[src/ict_pkg.sv]
// package: encodings, field positions and reset values of the instruction timing core
package ict_pkg;
	localparam int          ICYC_CLKS  = 4;        // system clocks per instruction cycle
	localparam int          IW         = 16;       // instruction word width
	localparam int          DW         = 8;        // data width
	// instruction word fields
	localparam int          F_OP_HI    = 15;
	localparam int          F_OP_LO    = 12;
	localparam int          F_DEST     = 11;       // 1: result to data memory
	localparam int          F_SEL_HI   = 10;       // alu op, rotate kind or bit index
	localparam int          F_SEL_LO   = 8;
	localparam int          F_ARG_HI   = 7;        // data address or immediate
	localparam int          F_TGT_HI   = 11;       // jump target field
	// operation codes
	localparam logic [3:0]  OP_NOP     = 4'h0;
	localparam logic [3:0]  OP_MOVX    = 4'h1;     // acc = immediate
	localparam logic [3:0]  OP_ALUM    = 4'h2;     // acc op memory
	localparam logic [3:0]  OP_ALUX    = 4'h3;     // acc op immediate
	localparam logic [3:0]  OP_MOVM    = 4'h4;     // memory = acc
	localparam logic [3:0]  OP_ROT     = 4'h5;
	localparam logic [3:0]  OP_BSET    = 4'h6;
	localparam logic [3:0]  OP_BCLR    = 4'h7;
	localparam logic [3:0]  OP_SZ      = 4'h8;     // skip if byte zero
	localparam logic [3:0]  OP_SZB     = 4'h9;     // skip if bit zero
	localparam logic [3:0]  OP_JMP     = 4'hA;
	localparam logic [3:0]  OP_CALL    = 4'hB;
	localparam logic [3:0]  OP_RET     = 4'hC;
	localparam logic [3:0]  OP_RETURN_FROM_IRQ_INSTR    = 4'hD;
	localparam logic [3:0]  OP_TBRD    = 4'hE;     // table read into acc
	// alu selects
	localparam logic [2:0]  ALU_ADD    = 3'h0;
	localparam logic [2:0]  ALU_ADC    = 3'h1;
	localparam logic [2:0]  ALU_SUB    = 3'h2;
	localparam logic [2:0]  ALU_SBC    = 3'h3;
	localparam logic [2:0]  ALU_AND    = 3'h4;
	localparam logic [2:0]  ALU_OR     = 3'h5;
	localparam logic [2:0]  ALU_XOR    = 3'h6;
	localparam logic [2:0]  ALU_CPL    = 3'h7;
	// rotate selects
	localparam logic [2:0]  ROTATE_RIGHT               = 3'h0;
	localparam logic [2:0]  ROTATE_LEFT                = 3'h1;
	localparam logic [2:0]  ROTATE_RIGHT_THROUGH_CARRY = 3'h2;
	localparam logic [2:0]  ROTATE_LEFT_THROUGH_CARRY  = 3'h3;
	// data address that aliases the program counter low byte
	localparam logic [7:0]  PROGRAM_COUNTER_LOW_BYTE   = 8'h02;
	// fast oscillator option codes
	localparam logic [1:0]  FOSC_8MHZ  = 2'h0;
	localparam logic [1:0]  FOSC_12MHZ = 2'h1;
	localparam logic [1:0]  FOSC_16MHZ = 2'h2;
	// reset values
	localparam int          PC_RST     = 0;
	localparam logic [7:0]  ACC_RST    = 8'h00;
	localparam logic [15:0] IR_RST     = 16'h0000;
	localparam logic        FLAG_RST   = 1'b0;
	localparam logic        GIE_RST    = 1'b0;
	typedef enum logic [1:0] {PH_FETCH, PH_READ, PH_CALC, PH_COMMIT} ict_phase_e;
endpackage

[src/ict_stack.sv]
// return address stack memory with registered read data
`timescale 1ns/10ps
module ict_stack #(
	parameter int W  = 12,
	parameter int D  = 8,
	parameter int AW = $clog2(D)
) (
	input  wire logic          clk,   // system clock
	input  wire logic          we,    // write strobe
	input  wire logic [AW-1:0] waddr, // write slot
	input  wire logic [W-1:0]  wdata, // return address
	input  wire logic [AW-1:0] raddr, // read slot
	output logic      [W-1:0]  rdata  // registered top of stack
);
	logic [W-1:0] mem [D];

	// no reset on the array; the read port settles one clock after the pointer moves
	always_ff @(posedge clk) begin
		if (we) begin
			mem[waddr] <= wdata;
		end
		rdata <= mem[raddr];
	end
endmodule // ict_stack

[src/ict_core.sv]
// instruction sequencing and timing core with data and program memory ports
`timescale 1ns/10ps
// Behaviour
// - every instruction cycle lasts exactly four system clocks and timing counts in cycles.
// - an instruction outside the extra-cycle classes finishes in one instruction cycle.
// - jump, call, return, return-from-interrupt and table read take two cycles.
// - a write to the program counter low byte acts as a jump and costs one more cycle.
// - a skip test costs one extra cycle when it skips and one cycle when it does not.
// - a conditional skip tests a data byte or one of its bits and skips the next word.
// - a call saves the address after it for the return, and a jump saves nothing.
// - and, or, xor and complement set the zero flag when their result is zero.
// - rotates move one bit left or right, and the through-carry forms pass it via carry.
// - add reports carry above 255 and subtract reports borrow below zero.
// - bit set and clear read the byte, change only that bit and write it back.
// - a table read fetches a constant from program memory and returns it to the program.
// - the fast oscillator frequency is fixed at configuration and software cannot change it.
// - return-from-interrupt restores the pc and sets the global enable, return leaves it.
module ict_core import ict_pkg::*; #(
	parameter int PC_W  = 12,
	parameter int STK_D = 8
) (
	input  wire logic            CLK,                          // system clock
	input  wire logic            RST_N,                        // async reset, low
	output logic      [PC_W-1:0] PM_ADDR,                      // program memory address
	input  wire logic [IW-1:0]   PM_DATA,                      // program word for PM_ADDR
	output logic      [7:0]      DM_ADDR,                      // data memory address
	input  wire logic [DW-1:0]   DM_RDATA,                     // data read for DM_ADDR
	output logic      [DW-1:0]   DM_WDATA,                     // data to write
	output logic                 DM_WE,                        // write, phase four
	input  wire logic [1:0]      FOSC_OPTION,                  // configuration option
	output logic      [1:0]      FAST_INTERNAL_OSCILLATOR_SEL, // frozen frequency code
	input  wire logic            IRQ_ACK,                      // clears global enable
	output logic                 GLOBAL_IRQ_ENABLE,            // global interrupt enable
	output logic      [DW-1:0]   ACC,                          // accumulator
	output logic                 FLAG_C,                       // carry / borrow
	output logic                 FLAG_Z                        // zero
);
	localparam int AW = $clog2(STK_D);

	ict_phase_e      ph_r, ph_nxt;
	logic [IW-1:0]   ir_r, ir_nxt;
	logic            vld_r, vld_nxt, tbl_r, tbl_nxt;
	logic [PC_W-1:0] pc_r, pc_nxt, pma_r, pma_nxt;
	logic [DW-1:0]   acc_r, acc_nxt, mrd_r, mrd_nxt, dwd_r, dwd_nxt;
	logic [7:0]      dma_r, dma_nxt;
	logic            c_r, c_nxt, z_r, z_nxt, dwe_r, dwe_nxt, gie_r, gie_nxt;
	logic [AW-1:0]   sp_r, sp_nxt;
	logic [1:0]      fosc_r, fosc_nxt;
	logic            fcap_r, fcap_nxt;
	logic [PC_W-1:0] stk_rd, tgt;
	logic [3:0]      op;
	logic [2:0]      sel;
	logic [7:0]      arg, opd;
	logic [DW:0]     sum;
	logic [DW-1:0]   res;
	logic            ex, cy, zf, wmem, wacc, skip, jump_instr, push, pop, tbl, seti, cyc_end;

	function automatic logic [7:0] bit_mask(input logic [2:0] idx);
		return 8'h01 << idx;
	endfunction

	// reference result of the logic group, kept apart from the datapath for the zero check
	function automatic logic [7:0] logic_ref(input logic [2:0] s, input logic [7:0] a,
		input logic [7:0] b);
		return (s == ALU_AND) ? (a & b) : (s == ALU_OR) ? (a | b) : (s == ALU_XOR) ? (a ^ b) : ~b;
	endfunction

	assign op      = ir_r[F_OP_HI:F_OP_LO];
	assign sel     = ir_r[F_SEL_HI:F_SEL_LO];
	assign arg     = ir_r[F_ARG_HI:0];
	assign ex      = vld_r && !tbl_r;              // a real instruction, not a bubble
	assign cyc_end = (ph_r == PH_COMMIT);

	ict_stack #(.W(PC_W), .D(STK_D)) u_stack (
		.clk   (CLK),
		.we    (cyc_end && ex && push),
		.waddr (sp_r),
		.wdata (pc_r),
		.raddr (sp_r - 1'b1),
		.rdata (stk_rd)
	);

	// execute: results are stable from the calc phase until the commit edge
	always_comb begin
		opd  = (op == OP_ALUM) ? mrd_r : arg;
		sum  = 9'h000;
		res  = acc_r;
		cy   = c_r;
		zf   = z_r;
		wmem = 1'b0;
		wacc = 1'b0;
		skip = 1'b0;
		jump_instr  = 1'b0;
		tgt  = pc_r;
		push = 1'b0;
		pop  = 1'b0;
		tbl  = 1'b0;
		seti = 1'b0;
		if (ex) begin
			case (op)
				OP_MOVX: begin
					res  = arg;
					wacc = 1'b1;
				end
				OP_ALUM, OP_ALUX: begin
					unique case (sel)
						ALU_ADD: sum = {1'b0, acc_r} + {1'b0, opd};
						ALU_ADC: sum = {1'b0, acc_r} + {1'b0, opd} + {8'h00, c_r};
						ALU_SUB: sum = {1'b0, acc_r} - {1'b0, opd};
						ALU_SBC: sum = {1'b0, acc_r} - {1'b0, opd} - {8'h00, c_r};
						ALU_AND: sum = {1'b0, acc_r & opd};
						ALU_OR:  sum = {1'b0, acc_r | opd};
						ALU_XOR: sum = {1'b0, acc_r ^ opd};
						ALU_CPL: sum = {1'b0, ~opd};
					endcase
					res = sum[DW-1:0];
					zf  = (res == 8'h00);
					if (sel < ALU_AND) begin
						cy = sum[DW];          // carry out, or borrow for subtract
					end
					wmem = ir_r[F_DEST] && (op == OP_ALUM);
					wacc = !wmem;
				end
				OP_MOVM: begin
					wmem = 1'b1;
				end
				OP_ROT: begin
					unique case (sel)
						ROTATE_RIGHT: res = {mrd_r[0], mrd_r[7:1]};
						ROTATE_LEFT:  res = {mrd_r[6:0], mrd_r[7]};
						ROTATE_RIGHT_THROUGH_CARRY: begin
							res = {c_r, mrd_r[7:1]};
							cy  = mrd_r[0];
						end
						ROTATE_LEFT_THROUGH_CARRY: begin
							res = {mrd_r[6:0], c_r};
							cy  = mrd_r[7];
						end
						default: res = mrd_r;  // spare selects pass the byte unchanged
					endcase
					wmem = ir_r[F_DEST];
					wacc = !ir_r[F_DEST];
				end
				OP_BSET: begin
					res  = mrd_r | bit_mask(sel);
					wmem = 1'b1;
				end
				OP_BCLR: begin
					res  = mrd_r & ~bit_mask(sel);
					wmem = 1'b1;
				end
				OP_SZ:  skip = (mrd_r == 8'h00);
				OP_SZB: skip = ((mrd_r & bit_mask(sel)) == 8'h00);
				OP_JMP: begin
					jump_instr = 1'b1;
					tgt = PC_W'(ir_r[F_TGT_HI:0]);
				end
				OP_CALL: begin
					jump_instr  = 1'b1;
					push = 1'b1;               // pc_r already points past the call
					tgt  = PC_W'(ir_r[F_TGT_HI:0]);
				end
				OP_RET, OP_RETURN_FROM_IRQ_INSTR: begin
					jump_instr  = 1'b1;
					pop  = 1'b1;
					tgt  = stk_rd;
					seti = (op == OP_RETURN_FROM_IRQ_INSTR);
				end
				OP_TBRD: tbl = 1'b1;
				default: ;                     // unused codes behave as no operation
			endcase
			if (wmem && arg == PROGRAM_COUNTER_LOW_BYTE) begin
				jump_instr = 1'b1;
				tgt = {pc_r[PC_W-1:8], res};
			end
		end
	end

	// sequencer: fetch, read, calc, commit; the next word is prefetched in parallel
	always_comb begin
		ph_nxt   = ph_r;
		ir_nxt   = ir_r;
		vld_nxt  = vld_r;
		tbl_nxt  = tbl_r;
		pc_nxt   = pc_r;
		pma_nxt  = pma_r;
		acc_nxt  = acc_r;
		mrd_nxt  = mrd_r;
		dwd_nxt  = dwd_r;
		dma_nxt  = dma_r;
		dwe_nxt  = 1'b0;
		c_nxt    = c_r;
		z_nxt    = z_r;
		sp_nxt   = sp_r;
		fosc_nxt = fosc_r;
		fcap_nxt = 1'b1;
		gie_nxt  = gie_r;
		// the option is caught once after reset and frozen from then on
		if (!fcap_r) begin
			fosc_nxt = (FOSC_OPTION == FOSC_16MHZ || FOSC_OPTION == FOSC_12MHZ) ?
				FOSC_OPTION : FOSC_8MHZ;
		end
		if (IRQ_ACK) begin
			gie_nxt = 1'b0;
		end
		unique case (ph_r)
			PH_FETCH: begin
				ph_nxt  = PH_READ;
				dma_nxt = arg;
			end
			PH_READ: begin
				ph_nxt  = PH_CALC;
				mrd_nxt = DM_RDATA;    // read half of read-modify-write
			end
			PH_CALC: begin
				ph_nxt  = PH_COMMIT;
				dwe_nxt = wmem;        // write strobe covers the commit phase
				dwd_nxt = res;
			end
			PH_COMMIT: begin
				ph_nxt = PH_FETCH;
				if (tbl_r) begin
					acc_nxt = PM_DATA[DW-1:0];  // second cycle of a table read
					tbl_nxt = 1'b0;
					pma_nxt = pc_r;
				end else begin
					ir_nxt  = PM_DATA;
					vld_nxt = 1'b1;
					pc_nxt  = pc_r + 1'b1;
					if (wacc) begin
						acc_nxt = res;
					end
					c_nxt = cy;
					z_nxt = zf;
					if (skip || jump_instr) begin
						vld_nxt = 1'b0;    // fetched word discarded, bubble
					end
					if (jump_instr) begin
						pc_nxt = tgt;
					end
					if (push) begin
						sp_nxt = sp_r + 1'b1;
					end
					if (pop) begin
						sp_nxt = sp_r - 1'b1;
					end
					if (seti) begin
						gie_nxt = 1'b1;    // set wins over a same-cycle ack
					end
					tbl_nxt = tbl;
					pma_nxt = tbl ? PC_W'({ir_r[F_SEL_HI+1:F_SEL_LO], acc_r}) : pc_nxt;
				end
			end
		endcase
	end

	always_ff @(posedge CLK or negedge RST_N) begin
		if (!RST_N) begin
			ph_r   <= PH_FETCH;
			ir_r   <= IR_RST;
			vld_r  <= 1'b0;            // first cycle is a bubble fetching the reset pc
			tbl_r  <= 1'b0;
			pc_r   <= PC_W'(PC_RST);
			pma_r  <= PC_W'(PC_RST);
			acc_r  <= ACC_RST;
			mrd_r  <= 8'h00;
			dwd_r  <= 8'h00;
			dma_r  <= 8'h00;
			dwe_r  <= 1'b0;
			c_r    <= FLAG_RST;
			z_r    <= FLAG_RST;
			sp_r   <= '0;
			fosc_r <= FOSC_8MHZ;
			fcap_r <= 1'b0;
			gie_r  <= GIE_RST;
		end else begin
			ph_r   <= ph_nxt;
			ir_r   <= ir_nxt;
			vld_r  <= vld_nxt;
			tbl_r  <= tbl_nxt;
			pc_r   <= pc_nxt;
			pma_r  <= pma_nxt;
			acc_r  <= acc_nxt;
			mrd_r  <= mrd_nxt;
			dwd_r  <= dwd_nxt;
			dma_r  <= dma_nxt;
			dwe_r  <= dwe_nxt;
			c_r    <= c_nxt;
			z_r    <= z_nxt;
			sp_r   <= sp_nxt;
			fosc_r <= fosc_nxt;
			fcap_r <= fcap_nxt;
			gie_r  <= gie_nxt;
		end
	end

	assign PM_ADDR                      = pma_r;
	assign DM_ADDR                      = dma_r;
	assign DM_WDATA                     = dwd_r;
	assign DM_WE                        = dwe_r;
	assign FAST_INTERNAL_OSCILLATOR_SEL = fosc_r;
	assign GLOBAL_IRQ_ENABLE            = gie_r;
	assign ACC                          = acc_r;
	assign FLAG_C                       = c_r;
	assign FLAG_Z                       = z_r;
endmodule // ict_core

[config.mk]
export PLATFORM = sky130hd
export DESIGN_NAME = ict_core
export DESIGN_NICKNAME = d
export VERILOG_FILES = /design/src/ict_pkg.sv /design/src/ict_stack.sv /design/src/ict_core.sv
export SDC_FILE = /design/constraint.sdc
export NUM_CORES = 1
export LEC_CHECK = 0
export BUFFER_PORTS_ARGS = -buffer_cell sky130_fd_sc_hd__buf_2
export CORE_ASPECT_RATIO = 1.25
export CORE_MARGIN = 1.5
export CORE_UTILIZATION = 40
export CTS_BUF_LIST = sky130_fd_sc_hd__clkbuf_8
export CTS_CLUSTER_DIAMETER = 200
export CTS_CLUSTER_SIZE = 16
export DETAILED_ROUTE_END_ITERATION = 12
export SLEW_MARGIN = 5
export SYNTH_ARGS = -nofsm -noshare
export SYNTH_HDL_FRONTEND = slang
export SYNTH_HIERARCHICAL = 1
export SYNTH_SLANG_ARGS = --single-unit
[constraint.sdc]
create_clock -name CLK -period 6.3 [get_ports CLK]
set_input_delay 0 -clock CLK [delete_from_list [all_inputs] [get_ports CLK]]
set_output_delay 0 -clock CLK [all_outputs]
set_load 0.05 [all_outputs]
======== Word level (Yosys, flattened, before mapping) ========
Memories as Yosys holds them, arrays and structs flattened. A register that Yosys moved wholly into a read port is not among the register bits.
Index checks and enable logic that the tools add are counted.
word-level totals
  memories kept ........................... 1
  input bits .............................. 29
  bits in registers ....................... 86
  bits in writable memories ............... 96
memory list
  memory       depth  width  rd ports  clocked after Yosys merged registers in  wr ports  line             RTL
  u_stack.mem  8      12     1         1                                        1         ict_stack.sv:15  logic [W-1:0] mem [D];
cells by class
  shift-type cells ........................ 1
  magnitude comparators ................... 1
  bitwise logic cells ..................... 9
  eq/ne operators ......................... 29
  reductions and logical operators ........ 28
  muxes and demuxes ....................... 49
  add/subtract/negate cells ............... 7
operator list
  cell                                                                   count
  9-bit case mux with 8 select lines                                     1
  12-bit two-way mux                                                     5
  8-bit case mux with 5 select lines                                     1
  8-bit two-way mux                                                      4
  8-bit case mux with 4 select lines                                     1
  4-bit equality test, second input constant                             7
  1-bit two-way mux                                                      25
  8-bit AND                                                              3
  8-bit logical NOT                                                      3
  12-bit case mux with 2 select lines                                    1
  9-bit two-way mux                                                      2
  4-bit by 3-bit equality test with 1-bit output, second input constant  4
  8-bit inverter                                                         2
  8-bit OR                                                               2
  12-bit by 1-bit adder with 12-bit output, second input constant        1
  3-bit equality test, second input constant                             4
  8-bit by 8-bit adder with 9-bit output                                 1
  9-bit by 1-bit adder with 9-bit output                                 1
  8-bit by 8-bit subtractor with 9-bit output                            1
  9-bit by 1-bit subtractor with 9-bit output                            1
  4-bit by 2-bit equality test with 1-bit output, second input constant  2
  8-bit by 2-bit equality test with 1-bit output, second input constant  1
  2-bit case mux with 4 select lines                                     1
  1-bit by 3-bit left shift with 8-bit output, first input constant      1
  29 further kinds                                                       49

======== Logic depth before layout (Yosys ltp) ========
  word-level depth ........................ 13
  gate-level depth with buffers ........... 19
  mapped depth without buffers ............ 17

======== Cells and area by module ========
Netlist, hierarchy kept.
modules (own cells, without submodules)
  module     cells an instance  times used  area an instance (um^2)
  ict_core   878                1           7334.5
  ict_stack  164                1           3987.6

======== Least setup slack after synthesis ========
No wires, ideal clock.
  path kind ............................... reg-to-reg
  from .................................... register ir_r[14]
  to ...................................... register pc_r[7]
  arrival ................................. 3.828 ns
  required time ........................... 6.174 ns
  setup slack ............................. 2.346 ns
  stages on the path, launching flop included .. 18
  clock period less this slack ............ 3.954 ns
  library setup time ...................... 0.126 ns
  cells stage by stage .................... dfrtp_1 buf_2 nor4b_2 buf_4 mux2i_1 inv_1 ha_1 inv_1 fa_1 nand2b_4 or4_4 a2111oi_4 o211ai_2 xnor2_1 o211ai_1 a31oi_2 a21oi_1 a221o_1
between the ends
  longest elaborated chain between the ends .. 11
  elaborated cells on any way between the ends .. 40
  classes of those cells .................. 4 x add/sub; 11 x eq/ne; 14 x mux; 4 x bitwise; 7 x reduce/logical
ends and longest elaborated chain
  what                                                                                                          line                              RTL
  start, declared                                                                                               ict_core.sv:41                    logic [IW-1:0] ir_r, ir_nxt;
  start signal, assigned                                                                                        ict_core.sv:278                   ir_r <= ir_nxt;
  4-bit by 2-bit equality test with 1-bit output                                                                --
  8-bit two-way mux                                                                                             ict_core.sv:85                    opd = (op == OP_ALUM) ? mrd_r : arg;
  8-bit by 8-bit subtractor with 9-bit output / 8-bit by 8-bit adder with 9-bit output (equally long branches)  --
  9-bit by 1-bit subtractor with 9-bit output / 9-bit by 1-bit adder with 9-bit output (equally long branches)  ict_core.sv:110, ict_core.sv:108
  9-bit case mux with 8 select lines                                                                            ict_core.sv:106                   unique case (sel)
  9-bit two-way mux                                                                                             ict_core.sv:100                   case (op)
  9-bit two-way mux                                                                                             ict_core.sv:99                    if (ex) begin
  8-bit case mux with 5 select lines                                                                            ict_core.sv:100
  12-bit two-way mux                                                                                            ict_core.sv:172                   if (wmem && arg == PROGRAM_COUNTER_LOW_BYTE) begin
  12-bit two-way mux                                                                                            ict_core.sv:99
  12-bit two-way mux (*)                                                                                        ict_core.sv:238                   if (jump_instr) begin
  end signal, assigned                                                                                          ict_core.sv:263                   pc_r <= PC_W'(PC_RST);
  end signal, assigned                                                                                          ict_core.sv:281                   pc_r <= pc_nxt;
  end, declared                                                                                                 ict_core.sv:43                    logic [PC_W-1:0] pc_r, pc_nxt, pma_r, pma_nxt;
Every way passes the cells marked *; elsewhere a longest branch is shown, timed or not. The select of a mux whose other input is x is not followed.
A chain may end at the register's enable or synchronous reset.

======== Worst setup path in the final report ========
Same ends and word-level chain as after synthesis.

==> results.md <==
* Die width at 153.5 µm
* Mapped cell area at 11,320 µm²
* Most frequently used cell type in the post-synthesis netlist: sky130_fd_sc_hd__nand2_1
* Synthesized netlist cell count at 1,042
* Fin worst setup slack at 1.616 ns
* Max-cap violation count at 0
* Number of vias after detailed routing at 8,829
* Clk network pwr share at 15.8%
* Net count reported at finish at 1,186
* Clock skew at 0.01573 ns
* CP Buf/Inv Count at 4
* Final period util at 74.34%
* Source of the critical timing path: ir_r[14]
* DR pass1 iterations at 5
* Number of setup violations in the final report at 0
* DR DRC count at 0
* Maximum buffer depth of the clock tree at 2
* P_int at 2.890 mW
* Synth Net Count at 1,109
* Kind of cell adding the most delay to the critical path: compound AO/OA/AOI/OAI gates
* Global route total overflow at 0
* Cell depth of the worst flop-to-flop path at 17
* Worst setup EP type: flop
* Unique masters post-synth at 93
* Switching power at 2.247 mW
* Detail Route Antenna Nets at 0
* Fraction of registers with async set/reset at 44.33%
* Clock buffers created by TritonCTS at 17
* Largest cells by area after synthesis: sky130_fd_sc_hd__edfxtp_1 25%, sky130_fd_sc_hd__dfrtp_1 19%, sky130_fd_sc_hd__mux4_1 4.9%
* Worst hold path class: input port to flop
* Worst EP required at 6.67 ns
* Register area share after synthesis at 46.59%
* PD cells at 405.7 nW/µm²
* Run status: completed
* Net switching fraction of the power at 43.74%
* Flip-flop and latch count after synthesis at 194
* Antenna violations before repair at 1
* Part of the power in registers at 38.4%
* P_leak at 4.935 nW
* Worst-case headroom to the max-slew limit at 43.42%
* Fraction of final layout cells sized beyond drive strength 1 at 18.13%
* Total setup buffers inserted after CTS at 0
* Endpoint arrival time on the critical path at 5.05 ns
* WL per Instance at 22.95 µm
* Antenna Cells at 0
* Internal reg-to-reg setup slack at 1.62 ns
* Crit Path Max Fanout at 30
* CTS tree: built
* Initial Utilization at 40.82%
* Final critical path time including I/O delays and setup at 4.684 ns
* Detail Placement HPWL at 24,610 µm
* Area overhead of the layout relative to synthesis at 11.86%
* Final RePlAce weighted congestion at 0.9193
* Clock Root Buffer: sky130_fd_sc_hd__clkbuf_8
* Worst Setup EP: pc_r[7]
* Critical R2R Launch: ir_r[14]
* Proportion of netlist area held by the largest area contributor at 25.46%
* Slowest library cell on the worst path: sky130_fd_sc_hd__a2111oi_4
* Worst path cell trace: buf_4 -> nor4b_2 -> buf_4 -> mux2i_1 -> inv_1 -> ha_1 -> inv_1 -> fa_1 -> nand2b_4 -> or4_4 -> a2111oi_4 -> o211ai_2 -> xnor2_1 -> o211ai_1 -> a31oi_2 -> a21oi_1 -> a221o_1
* Slowest cell delay on critical path at 0.45 ns
* Path length in cells of the critical path at 17
* Unrepaired setup endpoints after global routing: no
* Highest clock rate at 213.5 MHz
* Buffers on Ports at 70
* Global-route wire length before repair at 51,650 µm
* Worst-margin pin slew at 0.8431 ns
* Htree depth at 4
* Final Hold Viols at 0
* Fin Hold WS at 0.2392 ns
* Number of clock sinks at 194
* Number of enable-type register cells in the synthesized netlist at 96
* Gate power share at 45.8%
* Most common library cells after synthesis: 97 x sky130_fd_sc_hd__nand2_1, 96 x sky130_fd_sc_hd__edfxtp_1, 86 x sky130_fd_sc_hd__dfrtp_1, 71 x sky130_fd_sc_hd__o21ai_0, 58 x sky130_fd_sc_hd__nor2_1
* Final TNS setup at 0 ns
* Initial detailed-routing violation count at 587
* Count of pins on the block boundary at 71
* Slew Limit Fails at 0
* Pin count of the biggest net entering global routing at 59
* Synth Area per Inst at 10.87 µm²
* Height of the die at 191.1 µm
* Number of cells in the finished layout apart from fillers at 1,481
* Die area at 29,330 µm²
* DR vias/cell at 5.962
* Post-Route WL at 33,980 µm
* Clock-pin slew of the registers on the worst-case setup and hold paths at 0.10 ns
* Via count of the first global-routing pass at 8,675
* VDD IR max at 214.0 µV
* Setup CP Type: flop to flop
* Category of the worst setup path launch point: flop
* Most used flip-flop cell after synthesis: sky130_fd_sc_hd__edfxtp_1
* Core Area at 27,740 µm²
* GR Util All Layers at 23.36%
* Yosys warnings at 6
* Endpoint of the worst register-to-register path: pc_r[7]
* Std-Cell Rows at 68
* Cell type contributing the most total cell area after synthesis: sky130_fd_sc_hd__edfxtp_1
* Post-placement cell count at 1,419
* Insertion delay to the later sink of the worst-skew pair at 0.47 ns
* Overall power after layout at 5.138 mW
* Worst setup slack after placement at 1.699 ns
## layer usage
layer | global-route usage [%] | vias up | share of wire (%) | wire [µm]
met5 | 0 | - | 0 | 0
met4 | 11.76 | 0 | 4.5 | 1518
met3 | 3.038 | 72 | 4.2 | 1423
met2 | 42.46 | 308 | 52 | 17710
met1 | 26.98 | 4380 | 39 | 13330
li1 | - | 4069 | - | -
## worst min-delay path by stage
stage                      from           endpoint  slack [ns]  cells past startpoint
floorplan                 RST_N             ACC[0]       -0.30                      0
global placement          RST_N         PM_ADDR[9]       -0.03                      1
detailed placement        RST_N        PM_ADDR[10]       -0.03                      1
CTS                     IRQ_ACK  GLOBAL_IRQ_ENABLE        0.21                      3
global route        PM_DATA[13]           ir_r[13]        0.27                      4
finish                  IRQ_ACK  GLOBAL_IRQ_ENABLE        0.24                      3
## timing repair
item,4_1_cts,5_1_grt
hold endpoints to repair,63,0
hold buffers,31,0
gates resized for setup,0,0
## final cells by class
type / count / area [µm²]
sequential: 194 / 5275
clock inverter: 14 / 155.1
inverter: 47 / 176.4
clock buffer: 17 / 234.0
fill: 2671 / 15070
tap: 350 / 437.9
timing repair buffer: 127 / 868.3
multi-input combinational: 732 / 5518
## cell usage in the layout (no fill, tap or decap), types with 13 or more instances in the layout
cell type                       instances
sky130_fd_sc_hd__xor2_1                13
sky130_fd_sc_hd__dlygate4sd3_1         30
sky130_fd_sc_hd__mux2_2                44
sky130_fd_sc_hd__ha_1                  36
sky130_fd_sc_hd__nand2_1               97
sky130_fd_sc_hd__buf_4                 27
sky130_fd_sc_hd__nor3_1                20
sky130_fd_sc_hd__o211ai_1              15
sky130_fd_sc_hd__nor2_1                58
sky130_fd_sc_hd__a21oi_1               55
sky130_fd_sc_hd__inv_1                 46
sky130_fd_sc_hd__edfxtp_1              96
sky130_fd_sc_hd__xnor2_1               16
sky130_fd_sc_hd__clkbuf_8              17
sky130_fd_sc_hd__o21ai_0               71
sky130_fd_sc_hd__nand3_1               21
sky130_fd_sc_hd__mux4_1                21
sky130_fd_sc_hd__buf_2                 69
sky130_fd_sc_hd__o22ai_1               13
sky130_fd_sc_hd__mux2i_1               28
sky130_fd_sc_hd__a211oi_1              33
sky130_fd_sc_hd__nand2b_1              14
sky130_fd_sc_hd__dfrtp_1               86
## metrics by stage
step	cell area (µm²)	util, %
2_1_floorplan	11320	-
3_3_place_gp	11960	43.10
3_5_place_dp	11960	43.10
4_1_cts	12660	45.66
5_1_grt	12660	45.66
6_report	12660	45.66
## power by group through the flow
stage	sequential, mW	clock (mW)	combinational, mW
global route	2.01	0.874	2.54
global placement	1.99	0	2.30
CTS	1.97	0.832	2.35
finish	1.98	0.809	2.35
floorplan	2.15	0	1.52
detailed placement	2.00	0	2.32
## logic make-up after synthesis
family | after synthesis | share of synthesized area [%]
adder cells (fa/ha/maj) | 38 | 4.332
multiplexers | 96 | 12.32
XOR/XNOR | 31 | 2.520
other | 1 | 0.03312
AO/OA/AOI/OAI | 292 | 17.54
buffers and inverters | 116 | 4.885
AND/OR/NAND/NOR | 274 | 11.78
flip-flops | 194 | 46.59
## state kept, by name, indices dropped and copies added, names as in the netlist, 2 cells and up
name	count
DM_WDATA	8
ph_r	2
u_stack/rdata	12
DM_ADDR	8
ACC	8
ir_r	16
sp_r	3
u_stack/mem	96
PM_ADDR	12
FAST_INTERNAL_OSCILLATOR_SEL	2
mrd_r	8
pc_r	12
## worst reg2reg max path, stage by stage (launching register included)
cell and delay (ns):
sky130_fd_sc_hd__dfrtp_1 0.37, sky130_fd_sc_hd__buf_4 0.22, sky130_fd_sc_hd__nor4b_2 0.28, sky130_fd_sc_hd__buf_4 0.23
sky130_fd_sc_hd__mux2i_1 0.32, sky130_fd_sc_hd__inv_1 0.10, sky130_fd_sc_hd__ha_1 0.24, sky130_fd_sc_hd__inv_1 0.08
sky130_fd_sc_hd__fa_1 0.31, sky130_fd_sc_hd__nand2b_4 0.10, sky130_fd_sc_hd__or4_4 0.43, sky130_fd_sc_hd__a2111oi_4 0.45
sky130_fd_sc_hd__o211ai_2 0.14, sky130_fd_sc_hd__xnor2_1 0.27, sky130_fd_sc_hd__o211ai_1 0.16, sky130_fd_sc_hd__a31oi_2 0.40
sky130_fd_sc_hd__a21oi_1 0.12, sky130_fd_sc_hd__a221o_1 0.35
(Power assumes the default switching activity.)
